**src/dsm_pkg.sv**
```systemverilog
// Purpose: constants for the drive status monitor register bank
// Assumes: 16-bit registers addressed by register number
// Notes: register numbers as printed, word addressed
package dsm_pkg;
  localparam logic [15:0] ADDR_DRIVE_STATUS    = 16'h002c;
  localparam logic [15:0] ADDR_RELAY_STATUS    = 16'h002d;
  localparam logic [15:0] ADDR_DC_BUS_VOLTAGE  = 16'h0031;
  localparam logic [15:0] ADDR_TORQUE_READOUT  = 16'h0032;
  localparam logic [15:0] ADDR_POWER_READOUT   = 16'h0033;
  localparam logic [15:0] ADDR_CPU_SW_NUMBER   = 16'h003b;
  localparam logic [15:0] ADDR_FLASH_SW_NUMBER = 16'h003c;
  localparam logic [15:0] ADDR_LINK_ERROR      = 16'h003d;
  localparam logic [15:0] ADDR_CAPACITY        = 16'h003e;
  localparam logic [15:0] ADDR_CONTROL_METHOD  = 16'h003f;

  localparam int ST_RUNNING      = 0;
  localparam int ST_ZERO_SPEED   = 1;
  localparam int ST_FREQ_AGREE   = 2;
  localparam int ST_USER_AGREE   = 3;
  localparam int ST_FREQ_AT_BELOW = 4;
  localparam int ST_FREQ_AT_ABOVE = 5;
  localparam int ST_STARTUP_DONE = 6;
  localparam int ST_UNDERVOLT    = 7;
  localparam int ST_GATE_BLOCKED = 8;
  localparam int ST_FREF_NOT_COM = 9;
  localparam int ST_RUN_NOT_COM  = 10;
  localparam int ST_OVERTORQUE   = 11;
  localparam int ST_FREF_LOST    = 12;
  localparam int ST_RESTARTING   = 13;
  localparam int ST_ANY_ERROR    = 14;
  localparam int ST_LINK_TIMEOUT = 15;

  localparam int ERR_CRC     = 0;
  localparam int ERR_LENGTH  = 1;
  localparam int ERR_PARITY  = 3;
  localparam int ERR_OVERRUN = 4;
  localparam int ERR_FRAMING = 5;
  localparam int ERR_TIMEOUT = 6;

  localparam logic [6:0]  ERR_USED_MASK  = 7'h7b;
  localparam logic [6:0]  ERR_RESET_VAL  = 7'h00;
  localparam logic [15:0] DATA_RESET_VAL = 16'h0000;
  localparam logic [7:0]  EXC_BAD_REGISTER = 8'h02;
  localparam logic [7:0]  EXC_NONE         = 8'h00;
endpackage

```
**src/dsm_regs.sv**
```systemverilog
// Purpose: read-only monitor register bank of a lift motor drive
// Assumes: link framing decoded elsewhere; one read request per strobe
// Assumes: monitor words arrive already scaled
// Notes: answer registered one cycle after the request
//
// Contract
// status bits 0-3, 6 from drive conditions
// bit 4 set when frequency at/below level
// bit 5 set when frequency at/above level
// bits 7,8,B,C,D report condition flags
// bits 9,A: 0 when source is comms
// bit F timeout; bit E any error
// relay contacts in bits 0-2, rest zero
// link error bits held until error reset
// unknown register answers exception 02h
// unused bits and registers read zero
`timescale 1ns/1ps
module dsm_regs
(
  input  wire logic        clock,
  input  wire logic        reset,
  input  wire logic        clock_en,

  // drive conditions
  input  wire logic        drive_running,
  input  wire logic        zero_speed,
  input  wire logic        freq_agree,
  input  wire logic        user_speed_agree,
  input  wire logic [15:0] output_freq,
  input  wire logic [15:0] freq_detect_level,
  input  wire logic        startup_done,
  input  wire logic        undervoltage,
  input  wire logic        gating_blocked,
  input  wire logic        fref_from_comms,
  input  wire logic        run_from_comms,
  input  wire logic        overtorque,
  input  wire logic        fref_lost,
  input  wire logic        restarting,
  input  wire logic        drive_error,
  input  wire logic        link_timeout,

  // relay contacts
  input  wire logic        relay_out1_pins,
  input  wire logic        relay_out2_pins,
  input  wire logic        relay_out3_pins,

  // monitor values
  input  wire logic [15:0] dc_bus_voltage,
  input  wire logic [15:0] torque_monitor_item,
  input  wire logic [15:0] power_monitor_item,
  input  wire logic [15:0] cpu_software_number,
  input  wire logic [15:0] flash_software_number,
  input  wire logic [15:0] drive_capacity_setting,
  input  wire logic [15:0] control_method_code,

  // receive fault events
  input  wire logic        rx_crc_error,
  input  wire logic        rx_length_error,
  input  wire logic        rx_parity_error,
  input  wire logic        rx_overrun_error,
  input  wire logic        rx_framing_error,
  input  wire logic        rx_timeout_error,
  input  wire logic        error_reset,

  // register read port
  input  wire logic        rd_req,
  input  wire logic [15:0] rd_addr,
  output logic             rd_valid,
  output logic [15:0]      rd_data,
  output logic [7:0]       rd_exception
);

  logic [15:0] status_word;
  logic [15:0] relay_word;
  logic [6:0]  err_q;
  logic [6:0]  err_d;
  logic [6:0]  err_events;
  logic [15:0] read_word;
  logic        read_hit;
  logic [1:0]  freq_flags;

  // frequency detection flags, both set on equality
  function automatic logic [1:0] dsm_freq_flags(input logic [15:0] freq,
                                                input logic [15:0] level);
    logic at_below;
    logic at_above;
    at_below = freq <= level;
    at_above = freq >= level;
    return {at_above, at_below};
  endfunction

  // register numbers present in this bank
  function automatic logic dsm_known_reg(input logic [15:0] addr);
    logic known;
    unique case (addr)
      dsm_pkg::ADDR_DRIVE_STATUS,
      dsm_pkg::ADDR_RELAY_STATUS,
      dsm_pkg::ADDR_DC_BUS_VOLTAGE,
      dsm_pkg::ADDR_TORQUE_READOUT,
      dsm_pkg::ADDR_POWER_READOUT,
      dsm_pkg::ADDR_CPU_SW_NUMBER,
      dsm_pkg::ADDR_FLASH_SW_NUMBER,
      dsm_pkg::ADDR_LINK_ERROR,
      dsm_pkg::ADDR_CAPACITY,
      dsm_pkg::ADDR_CONTROL_METHOD:
      begin
        known = 1'b1;
      end
      default:
      begin
        known = 1'b0;
      end
    endcase
    return known;
  endfunction

  // exception code for a read of a present or absent register
  function automatic logic [7:0] dsm_exc_code(input logic known);
    logic [7:0] code;
    if (known)
    begin
      code = dsm_pkg::EXC_NONE;
    end
    else
    begin
      code = dsm_pkg::EXC_BAD_REGISTER;
    end
    return code;
  endfunction

  // next held fault bits; a new fault wins over a same-cycle reset
  function automatic logic [6:0] dsm_err_next(input logic [6:0] held,
                                              input logic [6:0] events,
                                              input logic       clear);
    logic [6:0] latched;
    if (clear)
    begin
      latched = events & dsm_pkg::ERR_USED_MASK;
    end
    else
    begin
      latched = (held | events) & dsm_pkg::ERR_USED_MASK;
    end
    return latched;
  endfunction

  assign freq_flags = dsm_freq_flags(output_freq, freq_detect_level);

  // status word from live drive conditions
  always_comb
  begin
    status_word = dsm_pkg::DATA_RESET_VAL;
    status_word[dsm_pkg::ST_RUNNING]      = drive_running;
    status_word[dsm_pkg::ST_ZERO_SPEED]   = zero_speed;
    status_word[dsm_pkg::ST_FREQ_AGREE]   = freq_agree;
    status_word[dsm_pkg::ST_USER_AGREE]   = user_speed_agree;
    status_word[dsm_pkg::ST_FREQ_AT_BELOW] = freq_flags[0];
    status_word[dsm_pkg::ST_FREQ_AT_ABOVE] = freq_flags[1];
    status_word[dsm_pkg::ST_STARTUP_DONE] = startup_done;
    status_word[dsm_pkg::ST_UNDERVOLT]    = undervoltage;
    status_word[dsm_pkg::ST_GATE_BLOCKED] = gating_blocked;
    status_word[dsm_pkg::ST_FREF_NOT_COM] = !fref_from_comms;
    status_word[dsm_pkg::ST_RUN_NOT_COM]  = !run_from_comms;
    status_word[dsm_pkg::ST_OVERTORQUE]   = overtorque;
    status_word[dsm_pkg::ST_FREF_LOST]    = fref_lost;
    status_word[dsm_pkg::ST_RESTARTING]   = restarting;
    status_word[dsm_pkg::ST_ANY_ERROR]    = drive_error || link_timeout;
    status_word[dsm_pkg::ST_LINK_TIMEOUT] = link_timeout;
  end

  // relay contact word
  always_comb
  begin
    relay_word = dsm_pkg::DATA_RESET_VAL;
    relay_word[0] = relay_out1_pins;
    relay_word[1] = relay_out2_pins;
    relay_word[2] = relay_out3_pins;
  end

  // receive fault events onto their bit positions
  always_comb
  begin
    err_events = dsm_pkg::ERR_RESET_VAL;
    err_events[dsm_pkg::ERR_CRC]     = rx_crc_error;
    err_events[dsm_pkg::ERR_LENGTH]  = rx_length_error;
    err_events[dsm_pkg::ERR_PARITY]  = rx_parity_error;
    err_events[dsm_pkg::ERR_OVERRUN] = rx_overrun_error;
    err_events[dsm_pkg::ERR_FRAMING] = rx_framing_error;
    err_events[dsm_pkg::ERR_TIMEOUT] = rx_timeout_error;
  end

  // fault bits held until an error reset
  always_comb
  begin
    err_d = dsm_err_next(err_q, err_events, error_reset);
  end

  // error latch, frozen while the clock enable is low
  always_ff @(posedge clock)
  begin
    if (reset)
    begin
      err_q <= dsm_pkg::ERR_RESET_VAL;
    end
    else if (clock_en)
    begin
      err_q <= err_d;
    end
  end

  always_comb
  begin
    read_hit = dsm_known_reg(rd_addr);
  end

  // read mux; absent registers read zero
  always_comb
  begin
    read_word = dsm_pkg::DATA_RESET_VAL;
    unique case (rd_addr)
      dsm_pkg::ADDR_DRIVE_STATUS:
      begin
        read_word = status_word;
      end
      dsm_pkg::ADDR_RELAY_STATUS:
      begin
        read_word = relay_word;
      end
      dsm_pkg::ADDR_DC_BUS_VOLTAGE:
      begin
        read_word = dc_bus_voltage;
      end
      dsm_pkg::ADDR_TORQUE_READOUT:
      begin
        read_word = torque_monitor_item;
      end
      dsm_pkg::ADDR_POWER_READOUT:
      begin
        read_word = power_monitor_item;
      end
      dsm_pkg::ADDR_CPU_SW_NUMBER:
      begin
        read_word = cpu_software_number;
      end
      dsm_pkg::ADDR_FLASH_SW_NUMBER:
      begin
        read_word = flash_software_number;
      end
      dsm_pkg::ADDR_LINK_ERROR:
      begin
        read_word = {9'h000, err_q};
      end
      dsm_pkg::ADDR_CAPACITY:
      begin
        read_word = drive_capacity_setting;
      end
      dsm_pkg::ADDR_CONTROL_METHOD:
      begin
        read_word = control_method_code;
      end
      default:
      begin
        read_word = dsm_pkg::DATA_RESET_VAL;
      end
    endcase
  end

  // answer strobe, one cycle after each taken read
  always_ff @(posedge clock)
  begin
    if (reset)
    begin
      rd_valid <= 1'b0;
    end
    else if (clock_en)
    begin
      rd_valid <= rd_req;
    end
  end

  // read data held until the next taken read
  always_ff @(posedge clock)
  begin
    if (reset)
    begin
      rd_data <= dsm_pkg::DATA_RESET_VAL;
    end
    else if (clock_en && rd_req)
    begin
      rd_data <= read_word;
    end
  end

  // exception code held with the read data
  always_ff @(posedge clock)
  begin
    if (reset)
    begin
      rd_exception <= dsm_pkg::EXC_NONE;
    end
    else if (clock_en && rd_req)
    begin
      rd_exception <= dsm_exc_code(read_hit);
    end
  end

endmodule

```
**config.mk**
```make
export PLATFORM = sky130hd
export DESIGN_NAME = dsm_regs
export DESIGN_NICKNAME = d
export VERILOG_FILES = /design/src/dsm_pkg.sv /design/src/dsm_regs.sv
export SDC_FILE = /design/constraint.sdc
export NUM_CORES = 1
export LEC_CHECK = 0
export ABC_AREA = 0
export BUFFER_PORTS_ARGS = -buffer_cell sky130_fd_sc_hd__buf_4
export CORE_MARGIN = 1
export CORE_UTILIZATION = 40
export CTS_BUF_LIST = sky130_fd_sc_hd__clkbuf_8
export DETAILED_ROUTE_END_ITERATION = 10
export HOLD_SLACK_MARGIN = 0.12
export PLACE_DENSITY_LB_ADDON = 0.25
export RECOVER_POWER = 50
export SYNTH_ARGS = -nofsm -noshare
export SYNTH_HDL_FRONTEND = slang
export SYNTH_SLANG_ARGS = --single-unit
```
**constraint.sdc**
```tcl
create_clock -name clock -period 2.5 [get_ports clock]
set_clock_uncertainty 0.15 [all_clocks]
set_input_delay 0.5 -clock clock [delete_from_list [all_inputs] [get_ports clock]]
set_output_delay 0.5 -clock clock [all_outputs]
set_load 0.01 [all_outputs]
```
Yosys cells after proc, flatten, opt, wreduce, memory -nomap -nowiden
Cells that the tools add are included.
{"block": "totals", "regBits": 32, "input_bits": 188, "output_inout_bits": 25, "wordCells": 26}
{"block": "op_classes", "n_lt_le_gt_ge": 2, "eq_ne": 10, "mux": 4, "bitwise_logic": 1, "reduce_logical": 5}
{"cell": "16-bit by 6-bit equality test with 1-bit output, second input constant", "n": 10}
{"cell": "16-bit case mux with 10 select lines", "n": 1}
{"cell": "16-bit >= comparator", "n": 1}
{"cell": "16-bit <= comparator", "n": 1}
{"cell": "10-bit OR reduction", "n": 1}
{"cell": "7-bit two-way mux", "n": 1}
{"cell": "7-bit bitwise OR", "n": 1}
{"cell": "1-bit logical NOT", "n": 2}
{"cell": "2-bit two-way mux", "n": 1}
{"cell": "1-bit logical AND", "n": 1}
{"cell": "1-bit logical OR", "n": 1}
{"cell": "1-bit two-way mux", "n": 1}

Longest topological paths before layout
{"block": "depth", "ltp_word": 4, "ltp_mapped": 9, "depth_no_buf": 8}

Worst setup path after synthesis
Ideal clock, no wire load.
{"block": "synth_timing", "path_kind": "input -> register", "startpoint": "input port freq_detect_level[13]", "endpoint": "register rd_data[5]", "setup_ps": 132, "arrival_ps": 2024, "t_required_ps": 2218, "setup_slack_ps": 194, "stages": 8, "path_buffers": 0, "cell_sequence": "inv_1 > ha_1 > a21o_1 > a21o_1 > a221oi_1 > o31ai_1 > a2111oi_0 > o31ai_1"}
{"block": "synth_via", "elab_chain_cells": 2}
{"item": "from (decl)", "line_no": "dsm_regs.sv:30", "source": "input wire logic [15:0] freq_detect_level,"}
{"item": "16-bit >= comparator", "line_no": "dsm_regs.sv:88", "source": "at_above = freq >= level;"}
{"item": "16-bit case mux with 10 select lines", "line_no": "dsm_regs.sv:220", "source": "unique case (rd_addr)"}
{"item": "to (signal assigned)", "line_no": "dsm_regs.sv:286", "source": "rd_data <= dsm_pkg::DATA_RESET_VAL;"}
{"item": "to (signal assigned)", "line_no": "dsm_regs.sv:290", "source": "rd_data <= read_word;"}
{"item": "to (decl)", "line_no": "dsm_regs.sv:69", "source": "output logic [15:0] rd_data,"}
Every way passes these cells.
A chain may end at the register's enable or synchronous reset.

Worst setup path after layout
{"block": "layout_timing", "startpoint": "input port output_freq[13]", "endpoint": "register rd_data[5]"}
{"block": "layout_via", "elab_chain_cells": 2}
{"item": "from (decl)", "line_no": "dsm_regs.sv:29", "source": "input wire logic [15:0] output_freq,"}
{"item": "16-bit >= comparator", "line_no": "dsm_regs.sv:88"}
{"item": "16-bit case mux with 10 select lines", "line_no": "dsm_regs.sv:220"}
Every way passes these cells.

==> results_dict.tcl <==
set metrics [dict create \
    slowest_stage "a2111oi_1" \
    io_pins 213 \
    ys.flop_type "dfxtp_1" \
    post_drt_wl_per_cell_um 17.6 \
    max_slew_margin_pct 66.1 \
    grt_max_degree 15 \
    ys_async_sr_fraction_pct 0 \
    grt_use_total_pct 30.2 \
    use_met3_pct 4.56 \
    ir_drop_v 0.000216 \
    finalCriticalPeriod_ns 2.27 \
    cp.required_ns 2.51 \
    ant_nets 0 \
    die_area_mm2 0.00671 \
    max_stage_delay_ns 0.40 \
    path_class "input port to register" \
    clkTransAtPathRegs_ns 0.10 \
    area_delta_synth_final_pct 66.8 \
    via_per_inst 5.85 \
    vias 3562 \
    holdCritStartpoint "rx_length_error" \
    ys_seq_elements 24 \
    place_area_mm2 0.00424 \
    dp_hpwl_um 8970 \
    cts_htree_levels 1 \
    cp_cell_sequence "buf_4 -> ha_1 -> a21o_1 -> a21o_1 -> a221oi_1 -> o31ai_1 -> a2111oi_1 -> o31ai_1" \
    synth_enable_flop_cells 0 \
    rows 28 \
    worstPathBufferInverterCount 1 \
    antenna_found_initial 0 \
    layout_common_cells "213 x buf_4, 29 x nand2_1, 27 x a22oi_1" \
    drtIter0Drc 205 \
    status "completed" \
    nets 739 \
    fin_area_mm2 0.00426 \
    start_util_pct 42.4 \
    syn_avg_cell_area_um2 7.96 \
    grt_first_pass_wirelength_um 15300 \
    grt_pass1_vias 3288 \
    slew_violations 0 \
    die_width_um 81.9 \
    rsz0062_at_grt "no" \
    wirelength_um 10700 \
    reg2reg_depth 6 \
    drv_cap 0 \
    cts_tree "built" \
    syn_inst 321 \
    yosysUniqueCellTypes 53 \
    cts.sinks 24 \
    met2_usage_pct 54.4 \
    worstMarginPinSlew_ns 0.507 \
    clk_latency_ns 0.27 \
    ctsResizeCount 0 \
    synthesis.area_mm2 0.00255 \
    hold_viol_final 0 \
    r2r_end "rd_data[6]" \
    hold_depth 3 \
    cts_hold_buf 0 \
    diodes 0 \
    worstPathArrival_ns 2.28 \
    post-cts-setup-buffers 0 \
    clockBufferDepth 2 \
    finalCritPeriodShare_pct 90.7 \
    yosys_warnings 0 \
    critPathMaxFanout 2 \
    seq_area_frac_synth_pct 18.8 \
    fmax_mhz 441 \
    min_to "err_q[1]" \
    numCtsBuffers 3 \
    reg2reg_slack_ns 0.88 \
    fp.coreArea_mm2 0.00603 \
    cts_root_buf "clkbuf_8" \
    drc_errors 0 \
    grt.busiest_layer "met2" \
    p_leak_nw 2.04 \
    first_pass_iters 5 \
    cp_top_family "compound AO/OA/AOI/OAI gates" \
    post-route-util_pct 70.7 \
    setup_viol 0 \
    grtUsageMet1_pct 35.8 \
    gp_congestion 0.911 \
    grt_overflow 0 \
    powerDensity_mw_per_mm2 278 \
    worstHoldPathType "input port to register" \
    drive_above_1_share_pct 45.3 \
    io_buffer_count 205 \
    cp-start-kind "input port" \
    final_common_cell "buf_4" \
    die_height_um 81.9 \
    reg2reg_from "err_q[6]" \
    n_fill_cell 540 \
    end_kind "register" \
]
-- cell usage after synthesis, types with 3 or more instances --
cell type  instances  share of area (%)
nand2_1           29                4.3
a22oi_1           27                7.9
dfxtp_1           24                 19
nor2_1            24                3.5
inv_1             21                3.1
a22o_1            17                5.8
ha_1              16                7.8
a21oi_1           14                2.7
nand3_1           14                2.7
mux2_2            13                5.7
a221oi_1          11                3.8
buf_4             10                2.9
nand4_1            9                2.2
clkbuf_1           8                1.2
a32oi_1            5                1.7
buf_2              5               0.98
o21ai_0            5               0.98
nor3_1             4               0.78
nor4_4             4                3.3
o221ai_1           4                1.4
a211oi_1           3               0.88
a21o_1             3               0.88
and2_1             3               0.73
and3_1             3               0.73
nand4b_1           3                1.0
nor3b_1            3               0.88
-- cell families after synthesis --
group / synth area share [%]
AOI/OAI and AO/OA: 32.2
adders and majority gates: 8.23
buffers and inverters: 8.33
DFF: 18.8
muxes: 6.51
other: 0.147
and+or+nand+nor: 25.8
-- area by class of cell --
class	instances	area (um^2)	share of cell area, %
inverters	21	78.8	1.85
multi-input cells	258	1890	44.2
repair buffers	227	1650	38.8
well taps	75	93.8	2.20
flip-flops and latches	24	480	11.3
clock buffers	3	41.3	0.969
clock inverters	1	30.0	0.705
-- stage by stage --
step                instances  hold WS [ns]  TNS, ns  power, mW  setup slack [ns]
finish                    609         0.327        0       1.19             0.232
global route              609         0.319        0       1.25           0.00877
CTS                       609         0.324        0       1.19             0.201
detailed placement        605         0.317   -0.104      0.847            -0.104
global placement          605         0.314        0      0.834            0.0331
floorplan                 327         0.311        0      0.565             0.194
-- where the power goes --
part	internal (mW)	switching, mW	total [mW]
clock	0.214	0.133	0.347
combinational	0.271	0.174	0.445
sequential	0.390	0.00394	0.394
-- how the worst max path moves through the flow --
| stage | startpoint | endpoint | slack [ns] | cells after the start |
|---|---|---|---|---|
| 3_3_place_gp | output_freq[13] | rd_data[5] | 0.03 | 8 |
| 5_1_grt | output_freq[13] | rd_data[5] | 0.009 | 8 |
| 3_5_place_dp | output_freq[13] | rd_data[5] | -0.10 | 8 |
| 2_1_floorplan | freq_detect_level[13] | rd_data[5] | 0.19 | 8 |
| 6_report | output_freq[13] | rd_data[5] | 0.23 | 8 |
| 4_1_cts | output_freq[13] | rd_data[5] | 0.20 | 8 |
-- worst register-to-register path: cells and delay by family, from the launching register on --
| family | cells | cell delay (ns) |
|---|---|---|
| flip-flops | 1 | 0.33 |
| AO/OA/AOI/OAI | 3 | 0.61 |
| multiplexers | 1 | 0.26 |
| AND/OR/NAND/NOR | 2 | 0.17 |
-- layer usage --
layer | routed length (um) | part of all wire (%)
met5 | 0 | 0
met4 | 195 | 1.8
met3 | 936 | 8.7
met2 | 5420 | 51
met1 | 4170 | 39
-- registers in the layout, indices dropped and copies added, names as in the netlist --
| signal | count |
|---|---|
| rd_data | 16 |
| err_q | 6 |
| rd_exception | 1 |
| rd_valid | 1 |
Power figures use the tool's default switching activity.
